[src/psk_pkg.sv]
// package for the program sequencer and skip logic: widths, opcode codes,
// states, operation classes and the carrier structs.
// assumes one instruction-cycle clock shared with the core and an async-read rom.
`default_nettype none

package psk_pkg;

  // ************************************************************
  // address space
  // ************************************************************
  localparam int unsigned PSK_PC_W = 12; // program counter width, two chapters
  localparam int unsigned PSK_BLOCK_LSB = 8; // block = 256 words (four 64-word pages)
  localparam int unsigned PSK_CHAPTER_LSB = 11; // chapter = 2048 words
  localparam logic [PSK_PC_W-1:0] PSK_RESET_PC = 12'h000;

  // ************************************************************
  // opcode codes (first byte) and match masks
  // ************************************************************
  localparam logic [7:0] PSK_OP_JID = 8'hff; // indirect_jump_op
  localparam logic [7:0] PSK_OP_LOOKUP_TO_LATCH_OP = 8'hbf; // lookup_to_latch_op
  localparam logic [7:0] PSK_OP_LID = 8'h33; // lookup_to_accumulator_op, two bytes
  localparam logic [7:0] PSK_OP_ASC = 8'h30; // add_carry_skip_op
  localparam logic [7:0] PSK_OP_COMPLEMENT_ADD_CARRY_SKIP_OP = 8'h10; // complement_add_carry_skip_op
  localparam logic [7:0] PSK_OP_XIS = 8'h34; // exchange_increment_skip_op
  localparam logic [7:0] PSK_OP_XDS = 8'h35; // exchange_decrement_skip_op
  localparam logic [7:0] PSK_OP_RET = 8'h48; // plain return
  localparam logic [7:0] PSK_OP_RETURN_AND_SKIP_OP = 8'h49; // return_and_skip_op
  localparam logic [7:0] PSK_MASK_LONG = 8'hf8; // long jump/call, low 3 bits = addr 10:8
  localparam logic [7:0] PSK_VAL_JMP = 8'h60; // long_jump_op
  localparam logic [7:0] PSK_VAL_JSR = 8'h68; // long_call_op
  localparam logic [7:0] PSK_MASK_NIB = 8'hf0;
  localparam logic [7:0] PSK_VAL_ADD_IMMEDIATE_SKIP_OP = 8'h50; // add_immediate_skip_op, low nibble = imm
  localparam logic [7:0] PSK_VAL_LBI = 8'h00; // load_pointer_immediate_op
  localparam logic [7:0] PSK_MASK_TEST = 8'hfc;
  localparam logic [7:0] PSK_VAL_TEST = 8'h20; // test ops, condition from core
  localparam logic [3:0] PSK_NIB_MAX = 4'hf;
  localparam logic [3:0] PSK_NIB_MIN = 4'h0;

  // ************************************************************
  // types
  // ************************************************************
  typedef enum logic [3:0] {
    S_OP = 4'b0001,
    S_SECOND = 4'b0010,
    S_TABLE = 4'b0100,
    S_SKIP2 = 4'b1000
  } psk_state_e;

  typedef enum logic [3:0] {
    C_OTHER, C_JID, C_LOOKUP_TO_LATCH_OP, C_LID, C_JMP, C_JSR, C_ASC, C_COMPLEMENT_ADD_CARRY_SKIP_OP,
    C_ADD_IMMEDIATE_SKIP_OP, C_LBI, C_XIS, C_XDS, C_RET, C_RETURN_AND_SKIP_OP, C_TEST
  } psk_op_e;

  typedef struct packed {
    logic [3:0] acc; // accumulator
    logic [3:0] ram; // ram word at pointer
    logic carry; // carry register
    logic [3:0] pointer_digit_field; // value before exchange
    logic test_met; // condition of a test op
    logic [PSK_PC_W-1:0] ret_addr; // top of subroutine stack
  } psk_core_s;

  typedef struct packed {
    logic valid;
    logic [3:0] acc;
    logic [3:0] ram;
  } psk_lookup_s;

  typedef struct packed {
    logic valid;
    logic [PSK_PC_W-1:0] ret_addr;
  } psk_call_s;

  typedef struct packed {
    logic valid;
    logic [7:0] opcode;
  } psk_exec_s;

endpackage

`default_nettype wire

[src/psk_sequencer.sv]
// program counter sequencing, indirect look-ups, long jumps and skip control.
// assumes an async-read rom answering o_rom_addr in the same cycle, and a core
// on the same clock supplying accumulator, ram word, pointer digit and stack top.
`default_nettype none

// Contract
// - table look-up replaces low eight pc bits
// - latch look-up to latch, other to acc/ram
// - look-up at block end reads next block
// - indirect jump loads only low eight bits
// - jump block: N, N+1, or N+2
// - long jump/call within chapter, end crosses
// - met test suppresses next instruction
// - skipped instruction becomes byte-length no-op
// - indirect ops one cycle longer unless skipped
// - add ops skip on four-bit carry
// - pointer-load chain skips following pointer-loads
// - exchange ops skip on digit wrap
// - return-and-skip skips instruction at return
// - block is 256 words, bits above eight
module psk_sequencer (
  input wire logic i_ref_clk,
  input wire logic i_resetn,
  input wire logic [7:0] i_rom_data,
  input wire psk_pkg::psk_core_s i_core,
  output logic [psk_pkg::PSK_PC_W-1:0] o_rom_addr,
  output logic [psk_pkg::PSK_PC_W-1:0] o_pc,
  output logic o_skip,
  output logic o_forced_nop,
  output logic [7:0] o_table_latch,
  output psk_pkg::psk_lookup_s o_lookup,
  output psk_pkg::psk_call_s o_call,
  output psk_pkg::psk_exec_s o_exec
);
  import psk_pkg::*;

  // ************************************************************
  // helpers
  // ************************************************************

  // opcode class from the first byte
  function automatic psk_op_e decode(input logic [7:0] op);
    psk_op_e c;
    c = C_OTHER;
    if (op == PSK_OP_JID) c = C_JID;
    else if (op == PSK_OP_LOOKUP_TO_LATCH_OP) c = C_LOOKUP_TO_LATCH_OP;
    else if (op == PSK_OP_LID) c = C_LID;
    else if (op == PSK_OP_ASC) c = C_ASC;
    else if (op == PSK_OP_COMPLEMENT_ADD_CARRY_SKIP_OP) c = C_COMPLEMENT_ADD_CARRY_SKIP_OP;
    else if (op == PSK_OP_XIS) c = C_XIS;
    else if (op == PSK_OP_XDS) c = C_XDS;
    else if (op == PSK_OP_RET) c = C_RET;
    else if (op == PSK_OP_RETURN_AND_SKIP_OP) c = C_RETURN_AND_SKIP_OP;
    else if ((op & PSK_MASK_LONG) == PSK_VAL_JMP) c = C_JMP;
    else if ((op & PSK_MASK_LONG) == PSK_VAL_JSR) c = C_JSR;
    else if ((op & PSK_MASK_NIB) == PSK_VAL_ADD_IMMEDIATE_SKIP_OP) c = C_ADD_IMMEDIATE_SKIP_OP;
    else if ((op & PSK_MASK_NIB) == PSK_VAL_LBI) c = C_LBI;
    else if ((op & PSK_MASK_TEST) == PSK_VAL_TEST) c = C_TEST;
    return c;
  endfunction

  // two-byte opcodes
  function automatic logic two_bytes(input psk_op_e c);
    return (c == C_LID) || (c == C_JMP) || (c == C_JSR);
  endfunction

  // carry out of a four-bit binary add
  function automatic logic carry4(input logic [3:0] a, input logic [3:0] b, input logic cin);
    logic [4:0] sum;
    sum = {1'b0, a} + {1'b0, b} + {4'h0, cin};
    return sum[4];
  endfunction

  // block number of an address
  function automatic logic [PSK_PC_W-PSK_BLOCK_LSB-1:0] block_of(input logic [PSK_PC_W-1:0] a);
    return a[PSK_PC_W-1:PSK_BLOCK_LSB];
  endfunction

  // ************************************************************
  // state
  // ************************************************************
  psk_state_e state;
  psk_state_e next_state;
  psk_op_e op_hold;
  logic [2:0] long_hi;
  logic [PSK_PC_W-1:0] pc;
  logic [PSK_PC_W-1:0] rom_addr;
  logic [PSK_PC_W-1:0] next_pc;
  logic [PSK_PC_W-1:0] next_rom;
  logic skip_pend;
  logic skip_lbi;
  logic next_skip;

  psk_op_e cls;
  logic executing;
  logic skipping;
  logic [PSK_PC_W-1:0] pc_inc;
  logic [PSK_PC_W-1:0] tbl_inc;
  logic [PSK_PC_W-1:0] table_addr;

  assign cls = decode(i_rom_data);
  // a pointer-load skip only hits a further pointer-load, the first other op runs
  assign skipping = skip_pend && (!skip_lbi || (cls == C_LBI));
  assign executing = (state == S_OP) && !skipping;
  assign pc_inc = pc + 12'h001; // counter advances before execution
  assign tbl_inc = rom_addr + 12'h001;
  // table address keeps pc bits above the low eight of the advanced pc
  assign table_addr = {pc_inc[PSK_PC_W-1:PSK_BLOCK_LSB], i_core.acc, i_core.ram};

  assign o_rom_addr = rom_addr;
  assign o_pc = pc;
  assign o_skip = skip_pend;
  // slot currently replaced by a hardware no-op
  assign o_forced_nop = (skipping && (state == S_OP)) || (state == S_SKIP2);

  // ************************************************************
  // sequencing
  // ************************************************************

  // next state, counter and rom address
  always_comb begin
    next_state = S_OP;
    next_pc = pc_inc;
    next_rom = pc_inc;
    unique case (state)
      S_OP: begin
        if (skipping) begin
          if (two_bytes(cls)) next_state = S_SKIP2;
        end else begin
          unique case (cls)
            C_JID, C_LOOKUP_TO_LATCH_OP: begin
              next_rom = table_addr;
              next_state = S_TABLE;
            end
            C_LID, C_JMP, C_JSR: next_state = S_SECOND;
            C_RET, C_RETURN_AND_SKIP_OP: begin
              next_pc = i_core.ret_addr;
              next_rom = i_core.ret_addr;
            end
            default: ;
          endcase
        end
      end
      S_SECOND: begin
        if (op_hold == C_LID) begin
          next_rom = table_addr;
          next_state = S_TABLE;
        end else begin
          // chapter from the advanced counter, rest from the two bytes
          next_pc = {pc_inc[PSK_PC_W-1:PSK_CHAPTER_LSB], long_hi, i_rom_data};
          next_rom = next_pc;
        end
      end
      S_TABLE: begin
        next_pc = pc;
        next_rom = pc;
        if (op_hold == C_JID) begin
          // block follows the table address plus one
          next_pc = {tbl_inc[PSK_PC_W-1:PSK_BLOCK_LSB], i_rom_data};
          next_rom = next_pc;
        end
      end
      S_SKIP2: ;
    endcase
  end

  // state register
  always_ff @(posedge i_ref_clk or negedge i_resetn) begin
    if (!i_resetn) state <= S_OP;
    else state <= next_state;
  end

  // program counter and rom address
  always_ff @(posedge i_ref_clk or negedge i_resetn) begin
    if (!i_resetn) begin
      pc <= PSK_RESET_PC;
      rom_addr <= PSK_RESET_PC;
    end else begin
      pc <= next_pc;
      rom_addr <= next_rom;
    end
  end

  // opcode held across multi-cycle ops
  always_ff @(posedge i_ref_clk or negedge i_resetn) begin
    if (!i_resetn) begin
      op_hold <= C_OTHER;
      long_hi <= 3'h0;
    end else if (state == S_OP) begin
      op_hold <= cls;
      long_hi <= i_rom_data[2:0];
    end
  end

  // ************************************************************
  // skip generation
  // ************************************************************

  // skip condition of the instruction executing now
  always_comb begin
    next_skip = 1'b0;
    unique case (cls)
      C_TEST: next_skip = i_core.test_met;
      C_ASC: next_skip = carry4(i_core.acc, i_core.ram, i_core.carry);
      C_COMPLEMENT_ADD_CARRY_SKIP_OP: next_skip = carry4(~i_core.acc, i_core.ram, i_core.carry);
      C_ADD_IMMEDIATE_SKIP_OP: next_skip = carry4(i_core.acc, i_rom_data[3:0], 1'b0);
      C_LBI: next_skip = 1'b1;
      C_XIS: next_skip = (i_core.pointer_digit_field == PSK_NIB_MAX);
      C_XDS: next_skip = (i_core.pointer_digit_field == PSK_NIB_MIN);
      C_RETURN_AND_SKIP_OP: next_skip = 1'b1;
      default: next_skip = 1'b0;
    endcase
  end

  // pending skip, consumed by one opcode slot
  always_ff @(posedge i_ref_clk or negedge i_resetn) begin
    if (!i_resetn) begin
      skip_pend <= 1'b0;
      skip_lbi <= 1'b0;
    end else if (state == S_OP) begin
      if (skipping) begin
        skip_pend <= skip_lbi && (cls == C_LBI);
        skip_lbi <= skip_lbi && (cls == C_LBI);
      end else begin
        skip_pend <= next_skip;
        skip_lbi <= (cls == C_LBI);
      end
    end
  end

  // ************************************************************
  // results toward the core
  // ************************************************************

  // table word into the lookup latch
  always_ff @(posedge i_ref_clk or negedge i_resetn) begin
    if (!i_resetn) o_table_latch <= 8'h00;
    else if ((state == S_TABLE) && (op_hold == C_LOOKUP_TO_LATCH_OP)) o_table_latch <= i_rom_data;
  end

  // table word back to accumulator and ram
  always_ff @(posedge i_ref_clk or negedge i_resetn) begin
    if (!i_resetn) o_lookup <= '0;
    else begin
      o_lookup.valid <= (state == S_TABLE) && (op_hold == C_LID);
      o_lookup.acc <= i_rom_data[7:4];
      o_lookup.ram <= i_rom_data[3:0];
    end
  end

  // return address push for the long call
  always_ff @(posedge i_ref_clk or negedge i_resetn) begin
    if (!i_resetn) o_call <= '0;
    else begin
      o_call.valid <= (state == S_SECOND) && (op_hold == C_JSR);
      o_call.ret_addr <= pc_inc;
    end
  end

  // executed opcode, one pulse per instruction start
  always_ff @(posedge i_ref_clk or negedge i_resetn) begin
    if (!i_resetn) o_exec <= '0;
    else begin
      o_exec.valid <= executing;
      o_exec.opcode <= i_rom_data;
    end
  end
endmodule // psk_sequencer

`default_nettype wire
[config.mk]
export PLATFORM = sky130hd
export DESIGN_NAME = psk_sequencer
export DESIGN_NICKNAME = d
export VERILOG_FILES = /design/src/psk_pkg.sv /design/src/psk_sequencer.sv
export SDC_FILE = /design/constraint.sdc
export NUM_CORES = 1
export LEC_CHECK = 0
export BUFFER_PORTS_ARGS = -buffer_cell sky130_fd_sc_hd__buf_2
export CELL_PAD_IN_SITES_DETAIL_PLACEMENT = 1
export CELL_PAD_IN_SITES_GLOBAL_PLACEMENT = 1
export CORE_MARGIN = 8
export CORE_UTILIZATION = 31
export CTS_CLUSTER_DIAMETER = 50
export DETAILED_ROUTE_END_ITERATION = 16
export PLACE_DENSITY_LB_ADDON = 0.05
export REMOVE_ABC_BUFFERS = 1
export SLEW_MARGIN = 20
export SYNTH_ARGS = -nofsm -noshare
export SYNTH_HDL_FRONTEND = slang
export SYNTH_SLANG_ARGS = --single-unit
[constraint.sdc]
create_clock -name i_ref_clk -period 4.6 [get_ports i_ref_clk]
set_input_delay 0.23 -clock i_ref_clk [delete_from_list [all_inputs] [get_ports i_ref_clk]]
set_output_delay 0.23 -clock i_ref_clk [all_outputs]
set_load 0.02 [all_outputs]
==> metrics <==
P_leak 0.00228 uW; layout cells sized above 1 27.3%; Chip Width 128 um; Clock Tree Buf Depth 2; first-pass GRT wire length 21.3 mm; CTS tree done; drt total wl 13.5 mm; CP startpoint state[3]$_DFF_PN0_; worst r2r dst o_rom_addr[4]$_DFF_PN0_; Slew Limit Fails 0; Peak VDD IR 0.178 mV; Final setup viols 0; CP max-delay cell or4b_1; Seq/Total Area, Yosys 43.7%; synth-to-layout area growth 21.1%; Crit Path Max Fanout 11; cells along the critical path or4b_1, nor2_2, a22oi_1, nand2_1, o21ai_0, a2bb2oi_1; Netlist cell types 60; Synthesis Warnings 0; Crit path largest cell delay 0.77 ns; r2r setup slk roughly 2.1 ns; Die ar. 16,400 um2; Post-Syn Area 3900 um2; Ports slightly above 100; DR vias 3,531; final antenna-violating net count 0; WP data arrival 2.72 ns; vias per cell 5.33; Placer Congestion 0.811; CP required 4.86 ns; dominant cell type by area after synthesis dfrtp_1; status completed; period utilisation layout 53.5%; Pwr Total 2250 uW; initial core utilization 31.3%; Total GRT Usage 17.2%; R2R cell count 6; EDFF count, synth 0; Slew @ Worst Pin 0.730 ns; syn_area_per_cell around 9.6 um2; Synth async-reset ratio 100%; Pre-antenna DRT Iters 5; DRC 0; max cap viols 0; CTS H-tree lvls 3; Synth Register Bits 68; core area 12,500 um2; clock sinks 68; RSZ-0062 raised after global routing false; Setup crit end kind flip-flop; clock-pin slew on the worst setup and hold paths 0.06 ns; Clock Tree Root clkbuf_16; Worst Setup EP o_rom_addr[4]$_DFF_PN0_; Mapped Cells roughly 410; kind of critical path flip-flop to flip-flop; Final TNS setup 0 ns; Power Dens Cells 476 nW/um2; CTS buffer count 9; Synth top area share 43.0%; Setup Skew 0.00783 ns; initial antenna violation count 0; worst r2r src state[3]$_DFF_PN0_; Synth Flop Type dfrtp_1; Final min period 2.46 ns; total gr overflow 0; synth top area cells dfrtp_1, ha_1, nand2_1, o21ai_0, nor2_1; Slew HR 51.2%; Hold WC Path Type input port to flip-flop; area of the multi-input gates 1960 um2; FMAX 0.406 GHz; largest net degree at the start of global routing 43; Post-DP HPWL 10.3 mm; FP Rows 41; Reg area roughly 1700 um2; die height 128 um; Worst setup SP type flip-flop; Fill cells 1,492; Worst-Skew Late Latency between 0.3 and 0.4 ns; antenna diode count 0; vias in the first global route 3,737; DRT iter0 DRCs approximately 180; fin nets 538; DR WL/cell 20.4 um; final hold vios 0; Port Buffers 100
repair_timing:
| item | CTS | global route |
|---|---|---|
| hold endpoints to repair | 26 | 0 |
| gates resized for setup | 0 | 0 |
| hold buffers | 1 | 0 |
| buffers inserted | 0 | 0 |
critical path: cells and delay by family, from the launching register on:
| family | cells | cell delay [ns] |
|---|---|---|
| flip-flops | 1 | 0.46 |
| AND/OR/NAND/NOR | 3 | 1.39 |
| AO/OA/AOI/OAI | 3 | 0.53 |
registers in the layout, summed over array words and instances (netlist names):
signal         flops
op_hold            4
o_table_latch      8
o_pc              12
o_rom_addr        12
skip_lbi           1
o_exec             9
state              4
o_skip             1
long_hi            3
o_call            13
o_lookup           1
per-stage QoR:
stage,instances,cell area [um2],worst slack [ns],hold WS (ns),util (%)
6_report,662,4720,2.14,0.118,37.9
2_1_floorplan,375,3720,2.04,-0.0656,-
5_1_grt,662,4720,1.89,0.125,37.9
4_1_cts,662,4720,2.13,0.120,37.9
3_5_place_dp,650,4470,2.13,0.299,35.9
3_3_place_gp,650,4470,2.12,0.283,35.9
cells by family after synthesis:
logic type      Yosys count  synth area share (%)
mux                      11                  3.72
buf+inv                  50                  6.45
flops                    68                  43.7
simple gates            131                  17.8
fa+ha+maj                12                  3.85
xor+xnor                 16                  3.60
compound gates          117                  20.9
cells in the final DEF (no fill, tap or decap), types with 4 or more instances in the layout:
cell type,count
nand4_1,9
o221ai_1,5
a222oi_1,4
a22oi_1,5
inv_1,20
mux2i_1,4
nand2b_1,4
buf_2,100
o211ai_1,7
nor2_1,29
a221oi_1,5
a21oi_1,21
ha_1,12
a211oi_1,7
o21ai_0,29
xor2_1,8
o22a_1,4
xnor2_1,8
or4b_1,4
dfrtp_1,67
nor3_1,9
nand2_1,39
clkbuf_16,9
mux2_4,7
a31oi_1,6
o21a_1,4
nand3_1,10
metal layers:
| metal | GRT usage (%) | part of all wire (%) |
|---|---|---|
| met1 | 21.7 | 45 |
| met2 | 27.6 | 47 |
| met3 | 5.03 | 6.1 |
| met4 | 5.31 | 1.6 |
| met5 | 0 | 0 |
power breakdown:
group	internal, uW	total (uW)	leakage (uW)	switching, uW
Clock	348	597	0.000116	248
Combinational	267	756	0.00132	490
Sequential	749	893	0.000839	144
Total	1360	2250	0.00228	882
area by class of cell:
class                      instances  area share, %
multi-input combinational        287           41.5
sequential                        68           36.1
timing repair buffer             104           11.3
clock buffer                      10           4.85
tap                              172           4.56
inverter                          20           1.59
clock inverter                     1          0.106
synthesized netlist by cell type (5+ instances only):
master / count
dfrtp_1: 67
nand2_1: 39
nor2_1: 29
o21ai_0: 29
a21oi_1: 21
inv_1: 20
ha_1: 12
buf_4: 10
nand3_1: 10
buf_2: 9
clkbuf_1: 9
nand4_1: 9
nor3_1: 9
xnor2_1: 8
xor2_1: 8
a211oi_1: 7
mux2_4: 7
o211ai_1: 7
a31oi_1: 6
a221oi_1: 5
a22oi_1: 5
o221ai_1: 5
worst min path at each step:
stage | from | end | cells after the start
after floorplan | i_resetn | long_hi[0]$_DFFE_PN0P_ | 0
after global placement | i_resetn | o_call[9]$_DFF_PN0_ | 1
after CTS | i_rom_data[0] | o_exec[0]$_DFF_PN0_ | 1
final | i_rom_data[0] | o_exec[0]$_DFF_PN0_ | 1
after detailed placement | i_resetn | o_call[9]$_DFF_PN0_ | 1
after global routing | i_rom_data[0] | o_exec[0]$_DFF_PN0_ | 1
No activity file was read; power rests on OpenSTA's default activity.
